File: config.mk
export PLATFORM = sky130hd
export DESIGN_NAME = config_port_sequencer
export DESIGN_NICKNAME = d
export VERILOG_FILES = /design/src/pkg/cfg_pkg.sv /design/src/pkg/cfg_bus_if.sv /design/src/verilog/edge_sync.sv /design/src/verilog/tap_loader.sv /design/src/verilog/config_port_sequencer.sv
export SDC_FILE = /design/constraint.sdc
export NUM_CORES = 1
export LEC_CHECK = 0
export BUFFER_PORTS_ARGS = -buffer_cell sky130_fd_sc_hd__buf_4
export CELL_PAD_IN_SITES_DETAIL_PLACEMENT = 1
export CELL_PAD_IN_SITES_GLOBAL_PLACEMENT = 1
export CORE_MARGIN = 2
export CORE_UTILIZATION = 49
export DETAILED_ROUTE_END_ITERATION = 8
export GPL_ROUTABILITY_DRIVEN = 1
export PLACE_DENSITY = 0.77
export SYNTH_ARGS = -nofsm -noshare
export SYNTH_HDL_FRONTEND = slang
export SYNTH_SLANG_ARGS = --single-unit
export TNS_END_PERCENT = 5
File: constraint.sdc
create_clock -name CLOCK -period 2.5 [get_ports CLOCK]
set_input_delay 0.125 -clock CLOCK [delete_from_list [all_inputs] [get_ports CLOCK]]
set_output_delay 0.125 -clock CLOCK [all_outputs]
set_load 0.01 [all_outputs]
File: src/pkg/cfg_pkg.sv
package cfg_pkg;
    // mode select codes for the test-port configuration mode
    localparam logic [2:0] MODE_TAP_A = 3'h5;
    localparam logic [2:0] MODE_TAP_B = 3'h1;
    // 32-bit synchronization word that realigns the byte stream
    localparam logic [31:0] SYNC_WORD = 32'haa995566;
    // host may ignore busy below this config clock rate
    localparam int NO_HANDSHAKE_FREQ_LIMIT_MHZ = 50;
    localparam int CLOCK_MHZ = 100;
    // memory clear time and its cycle count
    localparam int CLEAR_TIME_NS = 1000;
    localparam int CLEAR_CYCLES = (CLEAR_TIME_NS * CLOCK_MHZ + 999) / 1000;
    // cycles of internal work after an aborted packet
    localparam int ABORT_CYCLES = 4;
    // test-port instruction codes (5 bits)
    localparam logic [4:0] IR_CONFIG_IN = 5'h05;
    localparam logic [4:0] IR_STARTUP = 5'h0c;
    localparam int IR_WIDTH = 5;
    // start-up stage numbers: output tristate, set/reset plus write enable, end
    localparam logic [2:0] STAGE_GTS_DEFAULT = 3'h1;
    localparam logic [2:0] STAGE_GSR_DEFAULT = 3'h2;
    localparam logic [2:0] STAGE_LAST = 3'h3;
    typedef enum logic [2:0] {
        SEQ_CLEAR = 3'b000,
        SEQ_WAIT_INIT = 3'b001,
        SEQ_LOAD = 3'b010,
        SEQ_STARTUP = 3'b011,
        SEQ_RUN = 3'b100
    } seq_e;
endpackage

File: src/pkg/cfg_bus_if.sv
// byte path from the test port into the sequencer, plus tap start-up step
interface cfg_bus_if;
    logic        byte_valid;
    logic [7:0]  byte_data;
    logic        startup_step;
    logic        tap_reset;
    modport src (output byte_valid, output byte_data, output startup_step, output tap_reset);
    modport dst (input byte_valid, input byte_data, input startup_step, input tap_reset);
endinterface

File: src/verilog/edge_sync.sv
// two-flop synchroniser with rising edge detection on the second flop
module edge_sync #(
    parameter int WIDTH = 1
) (
    input  wire logic             clock,
    input  wire logic             nrst,
    input  wire logic [WIDTH-1:0] din,
    output logic      [WIDTH-1:0] level,
    output logic      [WIDTH-1:0] rise
);
    typedef struct packed {
        logic [WIDTH-1:0] meta;
        logic [WIDTH-1:0] sync;
        logic [WIDTH-1:0] prev;
    } sync_s;
    sync_s state;
    sync_s next_state;

    // chain: meta only feeds sync
    always_comb begin
        next_state = state;
        next_state.meta = din;
        next_state.sync = state.meta;
        next_state.prev = state.sync;
    end

    always_ff @(posedge clock or negedge nrst) begin
        if (!nrst) begin
            state <= '0;
        end else begin
            state <= next_state;
        end
    end

    assign level = state.sync;
    assign rise = state.sync & ~state.prev;
endmodule

File: src/verilog/tap_loader.sv
// minimal test access port: instruction register and config-in shifter
module tap_loader
    import cfg_pkg::*;
(
    input  wire logic clock,
    input  wire logic nrst,
    input  wire logic tck_rise,
    input  wire logic tms,
    input  wire logic tdi,
    input  wire logic program_n,
    cfg_bus_if.src    bus
);
    typedef enum logic [3:0] {
        T_RESET = 4'h0, T_IDLE = 4'h1, T_SEL_DR = 4'h2, T_CAP_DR = 4'h3,
        T_SH_DR = 4'h4, T_EX1_DR = 4'h5, T_PA_DR = 4'h6, T_EX2_DR = 4'h7,
        T_UP_DR = 4'h8, T_SEL_IR = 4'h9, T_CAP_IR = 4'ha, T_SH_IR = 4'hb,
        T_EX1_IR = 4'hc, T_PA_IR = 4'hd, T_EX2_IR = 4'he, T_UP_IR = 4'hf
    } tap_e;
    typedef struct packed {
        tap_e                tap;
        logic [IR_WIDTH-1:0] ir_shift;
        logic [IR_WIDTH-1:0] ir;
        logic [7:0]          shift;
        logic [2:0]          count;
        logic                valid;
        logic                step;
    } tap_s;
    tap_s state;
    tap_s next_state;

    // standard state walk on each rising test clock edge
    function automatic tap_e tap_next(input tap_e s, input logic m);
        unique case (s)
            T_RESET:  tap_next = m ? T_RESET : T_IDLE;
            T_IDLE:   tap_next = m ? T_SEL_DR : T_IDLE;
            T_SEL_DR: tap_next = m ? T_SEL_IR : T_CAP_DR;
            T_CAP_DR: tap_next = m ? T_EX1_DR : T_SH_DR;
            T_SH_DR:  tap_next = m ? T_EX1_DR : T_SH_DR;
            T_EX1_DR: tap_next = m ? T_UP_DR : T_PA_DR;
            T_PA_DR:  tap_next = m ? T_EX2_DR : T_PA_DR;
            T_EX2_DR: tap_next = m ? T_UP_DR : T_SH_DR;
            T_UP_DR:  tap_next = m ? T_SEL_DR : T_IDLE;
            T_SEL_IR: tap_next = m ? T_RESET : T_CAP_IR;
            T_CAP_IR: tap_next = m ? T_EX1_IR : T_SH_IR;
            T_SH_IR:  tap_next = m ? T_EX1_IR : T_SH_IR;
            T_EX1_IR: tap_next = m ? T_UP_IR : T_PA_IR;
            T_PA_IR:  tap_next = m ? T_EX2_IR : T_PA_IR;
            T_EX2_IR: tap_next = m ? T_UP_IR : T_SH_IR;
            T_UP_IR:  tap_next = m ? T_SEL_DR : T_IDLE;
        endcase
    endfunction

    // shift paths; bytes leave msb first
    always_comb begin
        next_state = state;
        next_state.valid = 1'b0;
        next_state.step = 1'b0;
        if (!program_n) begin
            next_state = '0;
        end else if (tck_rise) begin
            next_state.tap = tap_next(state.tap, tms);
            if (state.tap == T_SH_IR) begin
                next_state.ir_shift = {tdi, state.ir_shift[IR_WIDTH-1:1]};
            end
            if (state.tap == T_UP_IR) begin
                next_state.ir = state.ir_shift;
            end
            if (state.tap == T_SH_DR && state.ir == IR_CONFIG_IN) begin
                next_state.shift = {state.shift[6:0], tdi};
                next_state.count = state.count + 3'h1;
                next_state.valid = (state.count == 3'h7);
            end
            if (state.tap == T_SH_DR && state.ir == IR_STARTUP) begin
                next_state.step = 1'b1;
            end
        end
    end

    always_ff @(posedge clock or negedge nrst) begin
        if (!nrst) begin
            state <= '0;
        end else begin
            state <= next_state;
        end
    end

    assign bus.byte_valid = state.valid;
    assign bus.byte_data = state.shift;
    assign bus.startup_step = state.step;
    assign bus.tap_reset = (state.tap == T_RESET);
endmodule

File: src/verilog/config_port_sequencer.sv
// Notes on behaviour
// - byte accepted on edge when busy low
// - packet survives across chip-select gaps
// - no pacing busy below no-handshake rate
// - write/read switch aborts, busy until done
// - after abort wait for sync word
// - write release under select aborts next edge
// - reconfig low holds test port reset
// - config-in shifts test data into packets
// - mode 101 or 001 selects test port
// - clear, load, then start-up in order
// - start at power-up and on reconfig
// - init released after clear, done at end of load
// - external init low stalls before load
// - tristate then set/reset, write release
// - start-up stages configurable, done and lock waits
// - readback of the last loaded word
// - busy active high, host holds byte
// - read direction drives readback data
// - msb on data line 0
module config_port_sequencer
    import cfg_pkg::*;
#(
    parameter int LOAD_WORDS = 16,
    parameter int ABORT_LEN  = ABORT_CYCLES,
    parameter int BUSY_EVERY = 8
) (
    input  wire logic       CLOCK,
    input  wire logic       NRST,
    input  wire logic       CONFIG_CLOCK,
    input  wire logic       CS_N,
    input  wire logic       WRITE_N,
    input  wire logic [7:0] DATA_IN,
    output logic      [7:0] DATA_OUT,
    output logic            DATA_OE_N,
    output logic            BUSY,
    input  wire logic       PROGRAM_N,
    input  wire logic       INIT_IN,
    output logic            INIT_OUT,
    output logic            INIT_OE_N,
    output logic            DONE,
    input  wire logic       DONE_LINE,
    input  wire logic       MODE_SELECT_2,
    input  wire logic       MODE_SELECT_1,
    input  wire logic       MODE_SELECT_0,
    input  wire logic       TCK,
    input  wire logic       TMS,
    input  wire logic       TDI,
    input  wire logic       FAST_CLOCK,
    input  wire logic [2:0] GTS_STAGE,
    input  wire logic [2:0] GSR_STAGE,
    input  wire logic       WAIT_DONE_LINE,
    input  wire logic       WAIT_LOCK,
    input  wire logic [2:0] LOCK_STAGE,
    input  wire logic       CLOCK_LOCKED,
    output logic            GLOBAL_OUTPUT_TRISTATE,
    output logic            GLOBAL_SET_RESET,
    output logic            GLOBAL_WRITE_ENABLE,
    output logic            TAP_MODE,
    output logic            SYNCED
);
    initial begin
        if (LOAD_WORDS < 1 || LOAD_WORDS > 65535 || ABORT_LEN < 1 || ABORT_LEN > 255
            || BUSY_EVERY < 2 || BUSY_EVERY > 255) begin
            $error("config_port_sequencer: unsupported parameter");
        end
    end

    localparam logic [15:0] LOAD_LAST = 16'(LOAD_WORDS - 1);
    localparam logic [7:0] ABORT_LAST = 8'(ABORT_LEN - 1);
    localparam logic [7:0] BUSY_LAST = 8'(BUSY_EVERY - 1);
    localparam logic [15:0] CLEAR_LAST = 16'(CLEAR_CYCLES - 1);

    typedef struct packed {
        seq_e        seq;
        logic [15:0] count;
        logic        synced;
        logic [1:0]  byte_pos;
        logic [31:0] word;
        logic [31:0] shadow;
        logic [15:0] words;
        logic        last_write_n;
        logic        was_selected;
        logic        busy;
        logic [7:0]  busy_count;
        logic [7:0]  pace;
        logic        aborting;
        logic [2:0]  stage;
        logic        done;
        logic        global_output_tristate;
        logic        global_set_reset;
        logic        tap_mode;
        logic [7:0]  data_out;
        logic        data_oe_n;
        logic [1:0]  rd_pos;
        logic        init_oe_n;
    } seq_s;
    seq_s state;
    seq_s next_state;

    logic [2:0] pins_level;
    logic [2:0] pins_rise;
    logic [4:0] link_level;
    logic [4:0] link_rise;
    logic [12:0] ctl_level;
    cfg_bus_if tap_bus ();

    // config clock, tck and the program pin cross in two flops
    edge_sync #(.WIDTH(3)) u_clk_sync (
        .clock (CLOCK),
        .nrst  (NRST),
        .din   ({CONFIG_CLOCK, TCK, PROGRAM_N}),
        .level (pins_level),
        .rise  (pins_rise)
    );
    edge_sync #(.WIDTH(5)) u_line_sync (
        .clock (CLOCK),
        .nrst  (NRST),
        .din   ({INIT_IN, DONE_LINE, MODE_SELECT_2, MODE_SELECT_1, MODE_SELECT_0}),
        .level (link_level),
        .rise  (link_rise)
    );
    edge_sync #(.WIDTH(13)) u_ctl_sync (
        .clock (CLOCK),
        .nrst  (NRST),
        .din   ({CS_N, WRITE_N, DATA_IN, CLOCK_LOCKED, TMS, TDI}),
        .level (ctl_level),
        .rise  ()
    );
    tap_loader u_tap (
        .clock     (CLOCK),
        .nrst      (NRST),
        .tck_rise  (pins_rise[1]),
        .tms       (ctl_level[1]),
        .tdi       (ctl_level[0]),
        .program_n (pins_level[0]),
        .bus       (tap_bus)
    );

    logic       config_clock_rise;
    logic       prog_n;
    logic       init_high;
    logic       done_line;
    logic       cs_n;
    logic       wr_n;
    logic [7:0] din;
    logic       locked;
    assign config_clock_rise = pins_rise[2];
    assign prog_n = pins_level[0];
    assign init_high = link_level[4];
    assign done_line = link_level[3];
    assign cs_n = ctl_level[12];
    assign wr_n = ctl_level[11];
    assign din = ctl_level[10:3];
    assign locked = ctl_level[2];

    // swap bit order: pin 0 carries the byte's msb
    function automatic logic [7:0] flip(input logic [7:0] b);
        for (int i = 0; i < 8; i++) begin
            flip[i] = b[7 - i];
        end
    endfunction

    // stage gating: done-line and lock waits
    function automatic logic stage_ok(input logic [2:0] s, input logic dl, input logic lk);
        stage_ok = (!WAIT_DONE_LINE || dl) && (!WAIT_LOCK || s < LOCK_STAGE || lk);
    endfunction

    // sequencer and parallel port
    always_comb begin
        logic       accept;
        logic       got_byte;
        logic [7:0] b;
        accept = 1'b0;
        got_byte = 1'b0;
        b = 8'h00;
        next_state = state;
        next_state.tap_mode = link_level[2:0] inside {MODE_TAP_A, MODE_TAP_B};
        if (!prog_n) begin
            // reconfiguration request restarts from clearing
            next_state = '0;
            next_state.seq = SEQ_CLEAR;
            next_state.global_output_tristate = 1'b1;
            next_state.global_set_reset = 1'b1;
            next_state.init_oe_n = 1'b0;
            next_state.data_oe_n = 1'b1;
            next_state.last_write_n = 1'b1;
            next_state.tap_mode = state.tap_mode;
        end else begin
            if (config_clock_rise) begin
                if (state.aborting) begin
                    // busy holds until the aborted operation finishes
                    next_state.busy_count = state.busy_count + 8'h01;
                    if (state.busy_count == ABORT_LAST) begin
                        next_state.aborting = 1'b0;
                        next_state.busy = 1'b0;
                    end
                end else if (!cs_n) begin
                    if (state.was_selected && wr_n != state.last_write_n) begin
                        // direction switch under select: abort, lose alignment
                        next_state.aborting = 1'b1;
                        next_state.busy = 1'b1;
                        next_state.busy_count = 8'h00;
                        next_state.synced = 1'b0;
                        next_state.byte_pos = 2'h0;
                        next_state.word = '0;
                    end else if (!wr_n) begin
                        accept = !state.busy;
                        next_state.pace = state.pace + 8'h01;
                        // outside an abort, busy rises only at fast clocks
                        next_state.busy = FAST_CLOCK && !state.busy
                            && state.pace == BUSY_LAST;
                        if (next_state.busy || !FAST_CLOCK) begin
                            next_state.pace = 8'h00;
                        end
                    end else begin
                        // readback: word shadow goes out a byte per clock
                        next_state.data_out = flip(state.shadow[31 - 8 * state.rd_pos -: 8]);
                        next_state.rd_pos = state.rd_pos + 2'h1;
                    end
                    next_state.last_write_n = wr_n;
                    next_state.was_selected = 1'b1;
                end else begin
                    // deselected: packet state is kept for the next select
                    next_state.was_selected = 1'b0;
                    next_state.busy = 1'b0;
                end
            end
            next_state.data_oe_n = cs_n
                || (config_clock_rise ? (!wr_n || state.aborting) : state.data_oe_n);
            if (accept) begin
                got_byte = 1'b1;
                b = flip(din);
            end else if (tap_bus.byte_valid) begin
                got_byte = 1'b1;
                b = tap_bus.byte_data;
            end
            unique case (state.seq)
                SEQ_CLEAR: begin
                    next_state.init_oe_n = 1'b0;
                    next_state.count = state.count + 16'h0001;
                    if (state.count == CLEAR_LAST) begin
                        next_state.seq = SEQ_WAIT_INIT;
                        next_state.init_oe_n = 1'b1;
                    end
                end
                SEQ_WAIT_INIT: begin
                    if (init_high) begin
                        next_state.seq = SEQ_LOAD;
                        next_state.count = 16'h0000;
                    end
                end
                SEQ_LOAD: begin
                    if (got_byte) begin
                        next_state.word = {state.word[23:0], b};
                        if (!state.synced) begin
                            if ({state.word[23:0], b} == SYNC_WORD) begin
                                next_state.synced = 1'b1;
                                next_state.byte_pos = 2'h0;
                            end
                        end else begin
                            next_state.byte_pos = state.byte_pos + 2'h1;
                            if (state.byte_pos == 2'h3) begin
                                next_state.shadow = {state.word[23:0], b};
                                next_state.words = state.words + 16'h0001;
                                if (state.words == LOAD_LAST) begin
                                    next_state.seq = SEQ_STARTUP;
                                    next_state.done = 1'b1;
                                    next_state.stage = 3'h0;
                                end
                            end
                        end
                    end
                end
                SEQ_STARTUP: begin
                    if ((config_clock_rise || tap_bus.startup_step)
                        && stage_ok(state.stage, done_line, locked)) begin
                        next_state.stage = state.stage + 3'h1;
                        if (state.stage + 3'h1 >= GTS_STAGE) begin
                            next_state.global_output_tristate = 1'b0;
                        end
                        if (state.stage + 3'h1 >= GSR_STAGE) begin
                            next_state.global_set_reset = 1'b0;
                        end
                        if (state.stage + 3'h1 >= STAGE_LAST && state.stage + 3'h1 >= GTS_STAGE
                            && state.stage + 3'h1 >= GSR_STAGE) begin
                            next_state.seq = SEQ_RUN;
                        end
                    end
                end
                SEQ_RUN: begin
                    next_state.global_output_tristate = 1'b0;
                    next_state.global_set_reset = 1'b0;
                end
                default: begin
                    next_state.seq = SEQ_CLEAR;
                end
            endcase
        end
    end

    // power-up starts the clear phase with outputs held
    always_ff @(posedge CLOCK or negedge NRST) begin
        if (!NRST) begin
            state <= '{seq: SEQ_CLEAR, global_output_tristate: 1'b1, global_set_reset: 1'b1, data_oe_n: 1'b1,
                       last_write_n: 1'b1, init_oe_n: 1'b0, default: '0};
        end else begin
            state <= next_state;
        end
    end

    // outputs straight from state flops, except constant INIT_OUT and inverted write enable
    assign DATA_OUT = state.data_out;
    assign DATA_OE_N = state.data_oe_n;
    assign BUSY = state.busy;
    assign INIT_OUT = 1'b0;
    assign INIT_OE_N = state.init_oe_n;
    assign DONE = state.done;
    assign GLOBAL_OUTPUT_TRISTATE = state.global_output_tristate;
    assign GLOBAL_SET_RESET = state.global_set_reset;
    assign GLOBAL_WRITE_ENABLE = !state.global_set_reset;
    assign TAP_MODE = state.tap_mode;
    assign SYNCED = state.synced;
endmodule

### After elaboration in Yosys (flattened, before gate mapping)

Index checks and enable logic that the tools add are counted.

| storage, ports and cells | value |
|---|---|
| latch bits | 0 |
| logic and storage cells | 256 |
| ROM bits | 0 |
| output and inout port bits | 18 |
| bits in registers | 213 |
| memories kept | 0 |
| RAM bits | 0 |

| operators by class | value |
|---|---|
| order comparisons | 4 |
| bitwise operators | 2 |
| add/sub/neg operators | 9 |
| reductions and logical operators | 44 |
| mux-type cells | 95 |
| equality and inequality tests | 65 |
| multipliers | 0 |
| shifts and indexed selects | 1 |
| divide/modulo/power cells | 0 |

Operator list:

| kind | count |
|---|---|
| 83-bit 2-to-1 mux | 2 |
| 35-bit 2-to-1 mux | 4 |
| 128-bit 2-to-1 mux | 1 |
| 8-bit 2-to-1 mux | 13 |
| 48-bit 2-to-1 mux | 2 |
| 27-bit 2-to-1 mux | 2 |
| 4-bit one-hot mux with 12 select lines | 1 |
| 3-bit inequality test (second input constant) | 15 |
| 39-bit by 33-bit indexed part select with 8-bit output | 1 |
| 3-bit 2-to-1 mux | 11 |
| 16-bit by 1-bit adder with 16-bit output (second input constant) | 2 |
| 32-bit == test (second input constant) | 1 |
| 4-bit == test (second input constant) | 8 |
| 4-bit 2-to-1 mux | 8 |
| 16-bit one-hot mux with 2 select lines | 1 |
| 1-bit 2-to-1 mux | 27 |
| 2-bit inequality test (second input constant) | 13 |
| 12-bit 2-to-1 mux | 2 |
| 2-bit 2-to-1 mux | 12 |
| 20-bit 2-to-1 mux | 1 |
| 19-bit 2-to-1 mux | 1 |
| 17-bit 2-to-1 mux | 1 |
| 8-bit by 1-bit adder with 8-bit output (second input constant) | 2 |
| 16-bit by 4-bit == test with 1-bit output (second input constant) | 1 |
| other kinds (43) | 88 |

### Longest topological paths before layout

Gate-level depths: netlist (run 1).

| logic depth | value |
|---|---|
| depth in word-level cells | 15 |
| gate-level depth with buffers | 9 |
| depth with buffers taken out | 9 |

### Modules after synthesis

From an unflattened synthesis (run 1), not the netlist that was laid out.

| second synthesis, totals | value |
|---|---|
| cells, all modules | 938 |
| area, all modules | 10341.2 sq um |

By module, submodules not included:

| module | cells an instance | area an instance (sq um) | instances |
|---|---|---|---|
| config_port_sequencer | 700 | 6862.8 | 1 |
| tap_loader | 133 | 1455.1 | 1 |
| edge_sync (u_ctl_sync) | 65 | 1252.5 | 1 |
| edge_sync (u_line_sync) | 25 | 481.7 | 1 |
| edge_sync (u_clk_sync) | 15 | 289.0 | 1 |

### Worst setup path after synthesis (run 1)

OpenSTA, ideal clock, no wires.

| timing | value |
|---|---|
| path type | register -> register |
| from | reg state[16] (netlist name) |
| to | reg state[138] (netlist name) |
| clock period less this slack | 2.293 ns |
| arrival time | 2.168 ns |
| cell stages (with the launch flop) | 9 |
| path buffers | 0 |
| library setup time | 0.125 ns |
| slack | 0.207 ns |
| cell sequence | dfrtp_1 -> ha_1 -> xor2_1 -> ha_1 -> a21oi_1 -> a21oi_1 -> a31oi_1 -> a2111oi_2 -> mux2_2 |

| on the way | value |
|---|---|
| cells in the longest elaborated chain, start to end | 7 |
| elaborated cells on any way between the ends | 14 |

Ends and longest elaborated chain:

| element | RTL line | source |
|---|---|---|
| start: declaration | config_port_sequencer.sv:98 | `seq_s state;` |
| start signal: assignment | config_port_sequencer.sv:305 | `state <= '{seq: SEQ_CLEAR, global_output_tristate: 1'b1, global_set_reset: 1'b1, data_oe_n: 1'b1,` |
| start signal: assignment | config_port_sequencer.sv:308 | `state <= next_state;` |
| branches (longest 6 deep; another with 3-bit by 1-bit adder with 3-bit output) | n/a |  |
| 9-bit AND reduction (no line) * | n/a |  |

Mark *: on every way between the ends.
A chain may end at the register's enable or synchronous reset.

### Final worst setup path (run 1)

Ends and elaborated chain as after synthesis.

==> summary.txt, run 1 <==
Worst setup path
  – Crit. Startpoint: state[16]
  – Setup crit end kind: flop
  – Worst Path Max Fanout: 5
  – WP buf/inv: 0
  – Crit-path cells: ha_2, xor2_2, ha_1, a21oi_1, a21oi_2, a31oi_4, a2111oi_4, mux2_2
  – Critical Path AT: roughly 2.8 ns
  – CP top delay family: compound AO/OA/AOI/OAI gates
  – Critical path's slowest cell: dfrtp_2
  – Worst EP required: 2.89 ns
  – Kind of critical path: flop to flop
  – Critical Path Max Stage Delay: 0.44 ns
  – Kind of start point of the critical path: flop
  – Reg-to-reg startpoint: state[16]

Synth
  – Post-synth EDFFs: 0
  – Post-synth ARST share: 100%
  – Cell Area, Synth: just over 0.009 mm2
  – Post-Synth Simple-Gate Area: roughly 17%
  – Multiplexer share of the synthesized area: under 10%
  – Syn_area_per_cell: 11.0 um2
  – Gate Count Post-Synth: ~840
  – Area fraction in compound gates after synthesis: around 14%
  – Mapped Nets: around 890
  – Synth Area in XOR/XNOR: around 3.0%
  – Largest family of logic cells by synthesized area: simple AND/OR/NAND/NOR gates
  – Sequential share of the synthesized area: between 50% and 60%
  – #FFs+latches synth: between 200 and 250
  – Adder-Cell Fraction of Synth Area: between 2 and 2.5%
  – Yosys warns: 0
  – Synth Flop Type: dfrtp_1
  – Post-synth cell types: 69

Global routing
  – Grt ovf: 0
  – First-pass GRT wire length: 37.5 mm
  – Initial antenna violation count: 1
  – Total Routing Usage GR: between 20% and 30%
  – Largest net degree at the start of global routing: 74
  – Vias in the first global route: roughly 7400

Floorplan
  – Die Width: ~140 um
  – Core box area: 0.0185 mm2
  – Die Height: 141 um
  – Row cnt: 50
  – IO Pins: between 50 and 60
  – Starting Density: approximately half
  – Die area: around 0.020 mm2

Worst hold path
  – Tightest Hold Check Type: input pin to flop
  – Hold path start: FAST_CLOCK

Finish
  – Final Cell Area: about 0.011 mm2
  – Multi-input gate area: roughly 0.0038 mm2
  – Fill cells: between 1500 and 2000
  – # diodes: 0
  – Non-Filler Instances: around 1200
  – Layout cell share with drive strength beyond 1: between 15 and 20%
  – Layout Nets: ~960
  – Sequential Area: 0.00506 mm2
  – Layout area overhead: 18.2%
  – Post-layout util: around 59%

Placed design
  – Cells after DPL: approximately 1100
  – IO buf count: 50
  – Worst slack at placement: 0.00423 ns
  – GPL Wtd Cong: roughly 0.85
  – Placed inst area: roughly 0.01 mm2
  – Post-DP HPWL: about 15 mm

Power and ir drop
  – Pleak: 4.95 nW
  – Cell area power density: 690 mW/mm2
  – Max IR drop VDD: slightly above 500 uV
  – Total power: 7.48 mW

STA
  – Final hold violations: 0
  – Final setup viols: 0
  – Setup_tns: 0 ns
  – FMAX: 0.411 GHz
  – Final period util: a little over nine tenths
  – Max Transition Viols Final: 0
  – Skew final: between 0.009 and 0.01 ns
  – Final worst setup slack: about 0.069 ns
  – Least-Margin Pin Slew: ~0.63 ns
  – Worst slew margin: between 50% and 60%
  – Hold slack: approximately 0.030 ns
  – Tmin final: around 2.4 ns

Routing
  – Highest metal used: met5
  – Met2 wire len: between 10 and 15 mm
  – Post-route ant nets: 0
  – Routed wire per std cell: slightly below 20 um
  – Initial DRC count: approximately 320
  – DRT Wirelength: between 20 and 25 mm
  – Routed length on met3: between 800 and 900 um
  – Vias per std cell: around 5.8
  – Vias: 6786
  – Remaining DRCs: 0
  – Routed metal-1 wirelength: between 9 and 10 mm
  – TritonRoute pass-1 iters: 4

Clocking
  – # clock sinks: around 200
  – Clock slew seen by the registers of the worst setup and hold paths: roughly 0.060 ns
  – Clk_lat worst skew: 0.51 ns
  – Root Buffer: clkbuf_16
  – Clk buf depth: 3
  – H-tree depth: 1
  – TritonCTS Buffers: 23
  – CTS tree: done

Run status
  – Status: finished clean

Run
  – MaxCap Viol Count: 0
==> worst paths after layout <==
path	to	slack, ns	depth (start not counted)
max	state[138]	0.07	8
min	state[24]	0.03	3
max reg2reg	state[138]	0.07	8
min reg2reg	u_ctl_sync.level[1]	0.35	0
max in group asynchronous	DATA_OE_N	1.55	3
min in group asynchronous	state[127]	0.20	2
==> final cells by class <==
type | instances | area share (%)
Clock buffer | 34 | 6.06
Clock inverter | 8 | 0.888
Inverter | 23 | 0.796
Multi-Input combinational cell | 565 | 35.3
Sequential cell | 202 | 46.7
Tap cell | 234 | 2.70
Timing Repair Buffer | 96 | 7.65
==> registers in the layout (all words and copies together) (netlist names) <==
name	cells
u_tap.bus.startup_step	1
GLOBAL_SET_RESET	1
u_tap.bus.byte_valid	1
TAP_MODE	1
state	117
INIT_OE_N	1
u_ctl_sync.level	13
u_clk_sync.next_state	3
BUSY	1
u_line_sync.next_state	4
SYNCED	1
u_tap.bus.byte_data	8
u_line_sync.level	4
u_ctl_sync.next_state	13
DATA_OUT	8
GLOBAL_OUTPUT_TRISTATE	1
u_clk_sync.level	3
DATA_OE_N	1
u_clk_sync.state	2
u_tap.state	17
DONE	1
==> layer usage <==
| layer | vias to the layer above | GRT usage [%] |
|---|---|---|
| li1 | 3139 | - |
| met5 | - | 0 |
| met3 | 38 | 3.80 |
| met4 | 2 | 5.53 |
| met1 | 3487 | 29.1 |
| met2 | 120 | 42.2 |
==> where the power goes <==
part | leakage, nW | total, mW | internal (mW) | switching (mW)
clock | 0.369 | 3.32 | 2.02 | 1.29
sequential | 2.70 | 3.46 | 3.36 | 0.107
combinational | 1.88 | 0.700 | 0.278 | 0.422
total | 4.95 | 7.48 | 5.66 | 1.82
==> layout by cell type, fill, tap and decap left out, types with 9 or more instances in the layout <==
cell             n
xor2_1          19
nor2_1          73
nor3_1          17
nand2_1         79
dfrtp_1        197
a22o_1          55
o21ai_0         43
nand2b_1         9
xnor2_1         11
inv_1           21
buf_4           70
or3_1           11
nand3_1         30
and3_1          15
dlygate4sd3_1   21
nand4_1         13
mux2i_1         14
nor2b_1          9
clkbuf_16       23
a21oi_1         43
ha_1            16
==> what timing repair did <==
action	in CTS	in global routing
pin swaps	1	5
gates resized for setup	0	11
hold buffers	21	0
hold endpoints to repair	86	0
setup buffers	0	2
setup endpoints to repair	1	1
==> logic make-up after synthesis <==
logic type	count (synthesis)
compound gates	191
xor+xnor	31
fa+ha+maj	17
buf+inv	69
flops	202
mux	29
other cells	1
simple gates	296
==> cells in the mapped netlist, drive strengths merged, types with 8 or more instances <==
cell type  instances  area (um2)
nand4             13        81.3
o31ai              9        72.6
nor3              18         101
mux4               8         180
nor2b              9        56.3
a21o               8        61.3
clkbuf            21        78.8
nor2              74         285
dfrtp            198        4950
mux2i             14         140
xnor2             11        96.3
xor2              20         175
ha                17         213
nand3             32         165
buf               25         180
inv               22        82.6
a22o              55         482
nor4               8        86.3
nand2             79         297
a21oi             48         259
or3               11        68.8
and3              15        93.8
nand2b             9        56.3
o21ai             45         225
==> worst reg2reg max path, delay by kind of cell (launching register included) <==
kind                     cells  cell delay (ns)
AO/OA/AOI/OAI                4             0.75
adder cells (fa/ha/maj)      2             0.56
flip-flops                   1             0.44
multiplexers                 1             0.37
XOR/XNOR                     1             0.20
No activity file was read; power rests on OpenSTA's default activity.
==> run 2, diff against run 1 <==
==> constraint.sdc (replaced) <==
create_clock -name CLOCK -period 2.5 [get_ports CLOCK]
set_input_delay 0 -clock CLOCK [delete_from_list [all_inputs] [get_ports CLOCK]]
set_output_delay 0 -clock CLOCK [all_outputs]
set_load 0.01 [all_outputs]
==> run 2 against run 1 <==
Cell count shrank 0.43%. Clock-buffer cell count shrank 2. Clock power rose by 1%. Critical path depth is the same. Worst hold slack better by 0.068 ns. Global-route usage decreased by 0.59 points. Power is 0.11% lower. First-iteration DRC count decreased by 26%. Largest cell class unchanged.
==> summary.txt, run 2 (synthesized netlist as in run 1, its figures left out) <==
Floorplan
  – Die area: 0.0198 mm2 (unchanged)
  – Die Height: 141 um (unchanged)
  – Core box area: 0.0185 mm2 (unchanged)
  – IO Pins: 53 (unchanged)
  – Starting Density: 49.5% (unchanged)
  – Row cnt: 50 (unchanged)
  – Die Width: 141 um (unchanged)

Power and ir drop
  – Max IR drop VDD: 486 uV (was 508 uV)
  – Combinational power share: 8.8% (was 9.4%)
  – Total power: 7.47 mW (was 7.48 mW)
  – Pleak: 4.90 nW (was 4.95 nW)
  – Cell area power density: 695 mW/mm2 (was 690 mW/mm2)
  – Sw Ratio: 24.3% (was 24.4%)
  – Clock share of power: 44.9% (was 44.3%)
  – Internal Dissipation: 5.66 mW (about the same)
  – Flop pwr share: 46.3% (about the same)
  – Net Sw Power: 1.82 mW (about the same)

Worst setup path
  – Worst EP required: 2.88 ns (was 2.89 ns)
  – Kind of start point of the critical path: flop (unchanged)
  – WP buf/inv: 0 (unchanged)
  – Reg2reg path depth: 8 (unchanged)
  – Flop2flop setup slack: 0.10 ns (was 0.07 ns)
  – CP top delay family: adder cells (was compound AO/OA/AOI/OAI gates)
  – Crit-path cells: ha_1, xor2_2, ha_1, nand3_1, a21oi_1, a31oi_1, a2111oi_2, mux2_2 (was ha_2, xor2_2, ha_1, a21oi_1, a21oi_2, a31oi_4, a2111oi_4, mux2_2)
  – Crit path top cell by count: ha_1
  – Reg-to-reg startpoint: state[16] (unchanged)
  – Worst Path Max Fanout: 6 (was 5)
  – Critical Path Max Stage Delay: 0.44 ns (about the same)
  – Critical path's slowest cell: dfrtp_2 (unchanged)
  – Critical Path AT: 2.78 ns (was 2.82 ns)
  – Crit path depth: 8 (unchanged)
  – Setup crit end kind: flop (unchanged)
  – Kind of critical path: flop to flop (unchanged)
  – Reg-to-reg endpoint: state[138] (unchanged)

Worst hold path
  – Tightest Hold Check Type: input pin to asynchronous set/reset pin (was input pin to flop)

Routing
  – Remaining DRCs: 0 (unchanged)
  – Vias per std cell: 5.77 (was 5.84)
  – DRT Wirelength: 21.7 mm (was 22.4 mm)
  – Routed wire per std cell: 18.8 um (was 19.3 um)
  – TritonRoute pass-1 iters: 5 (was 4)
  – Initial DRC count: 236 (was 318)
  – Post-route ant nets: 0 (unchanged)
  – Vias: 6675 (was 6786)

Finish
  – Commonest non-fill, non-tap cell in the layout: dfrtp_1 (unchanged)
  – Layout cell share with drive strength beyond 1: 15.6% (was 16.9%)
  – Max reg flops: 117 (unchanged)
  – Non-Filler Instances: 1157 (was 1162)
  – # diodes: 0 (unchanged)
  – Layout area overhead: 17.2% (was 18.2%)
  – Layout Nets: 959 (was 963)
  – Largest Register: state (unchanged)
  – Biggest regs: state (117), u_tap.state (17) (unchanged)
  – Post-layout util: 58.0% (was 58.6%)
  – Most frequent cells in the layout: dfrtp_1 (197), nand2_1 (79), nor2_1 (73), buf_4 (67), a22o_1 (55) (was dfrtp_1 (197), nand2_1 (79), nor2_1 (73), buf_4 (70), a22o_1 (55))

STA
  – Final period util: 95.8% (was 97.3%)
  – Tmin final: 2.40 ns (was 2.43 ns)
  – Worst slew margin: 53.5% (was 57.7%)
  – Least-Margin Pin Slew: 0.697 ns (was 0.635 ns)
  – Hold slack: 0.0982 ns (was 0.0303 ns)
  – Final setup viols: 0 (unchanged)
  – Final hold violations: 0 (unchanged)
  – Setup_tns: 0 ns (unchanged)
  – Max Transition Viols Final: 0 (unchanged)
  – Skew final: 0.0182 ns (was 0.00990 ns)
  – FMAX: 0.417 GHz (was 0.411 GHz)
  – Unrepaired setup endpoints after global routing: false

Clocking
  – Clk_lat worst skew: 0.51 ns (about the same)
  – Root Buffer: clkbuf_16 (unchanged)
  – Clock slew seen by the registers of the worst setup and hold paths: 0.05 ns (was 0.06 ns)
  – CTS tree: done (unchanged)
  – # clock sinks: 202 (unchanged)
  – Post-CTS Setup Bufs: 0 (unchanged)
  – TritonCTS Buffers: 23 (unchanged)
  – Clk buf depth: 3 (unchanged)
  – H-tree depth: 1 (unchanged)

Placed design
  – IO buf count: 50 (unchanged)
  – GPL Wtd Cong: 0.831 (was 0.847)
  – Cells after DPL: 1094 (was 1097)
  – Post-DP HPWL: 14.9 mm (about the same)

Global routing
  – Vias in the first global route: 7328 (was 7431)
  – First-pass GRT wire length: 36.8 mm (was 37.5 mm)
  – Largest net degree at the start of global routing: 86 (was 74)
  – Grt ovf: 0 (unchanged)
  – Initial antenna violation count: 0 (was 1)
  – Total Routing Usage GR: 22.6% (was 23.2%)

Run status
  – Status: finished clean (unchanged)

Run
  – MaxCap Viol Count: 0 (unchanged)
-- run 2: changes by cell type in the layout (fill, tap and decap cells not counted), sizes merged --
cell / previous run / this run
buf: 74 / 69
clkbuf: 35 / 33
clkinv: 5 / 3
clkinvlp: 1 / 3
bufinv: 2 / 3
dlygate4sd3: 21 / 22
-- run 2: area by class of cell --
cell class,count,area (um2)
Clock buffer,32,619
Inverter,23,86.3
Tap cell,234,293
Clock inverter,9,135
Fill cell,1930,7770
Timing Repair Buffer,92,777
Multi-Input combinational cell,565,3780
Sequential cell,202,5060
-- run 2: worst max-delay path by stage --
| stage | from | endpoint | slack [ns] |
|---|---|---|---|
| after floorplan | state[16] | state[138] | 0.21 |
| after global placement | state[16] | state[138] | 0.13 |
| after detailed placement | state[16] | state[138] | -0.05 |
| after CTS | state[16] | state[138] | 0.1 |
| after global routing | state[16] | state[138] | 0.01 |
| final | state[16] | state[138] | 0.10 |
-- run 2: what timing repair did --
item / 4_1_cts / 5_1_grt
gates resized for setup: 2 / 0
endpoints found under the setup margin: 1 / 0
hold endpoints to repair: 104 / 0
hold buffers: 22 / 0
-- run 2: power by group through the flow --
stage | Clock (mW) | Combinational, mW | Sequential, mW
after floorplan | 0 | 0.416 | 3.46
after global placement | 0 | 0.602 | 3.51
after detailed placement | 0 | 0.634 | 3.52
after CTS | 3.44 | 0.666 | 3.46
after global routing | 3.58 | 0.744 | 3.48
final | 3.36 | 0.655 | 3.46
-- run 2: per-stage QoR --
step / cell area, um2 / worst slack (ns)
detailed placement: 9760 / -0.0506
CTS: 10700 / 0.0964
global route: 10700 / 0.0114
finish: 10700 / 0.105
floorplan: 9170 / 0.207
global placement: 9760 / 0.133
-- run 2: routing by layer --
layer	wire (um)	up-vias	global-route usage [%]
met5	0	-	0
met4	408	0	5.68
met3	768	34	3.26
met2	10900	102	39.4
met1	9640	3411	30.1
li1	-	3128	-
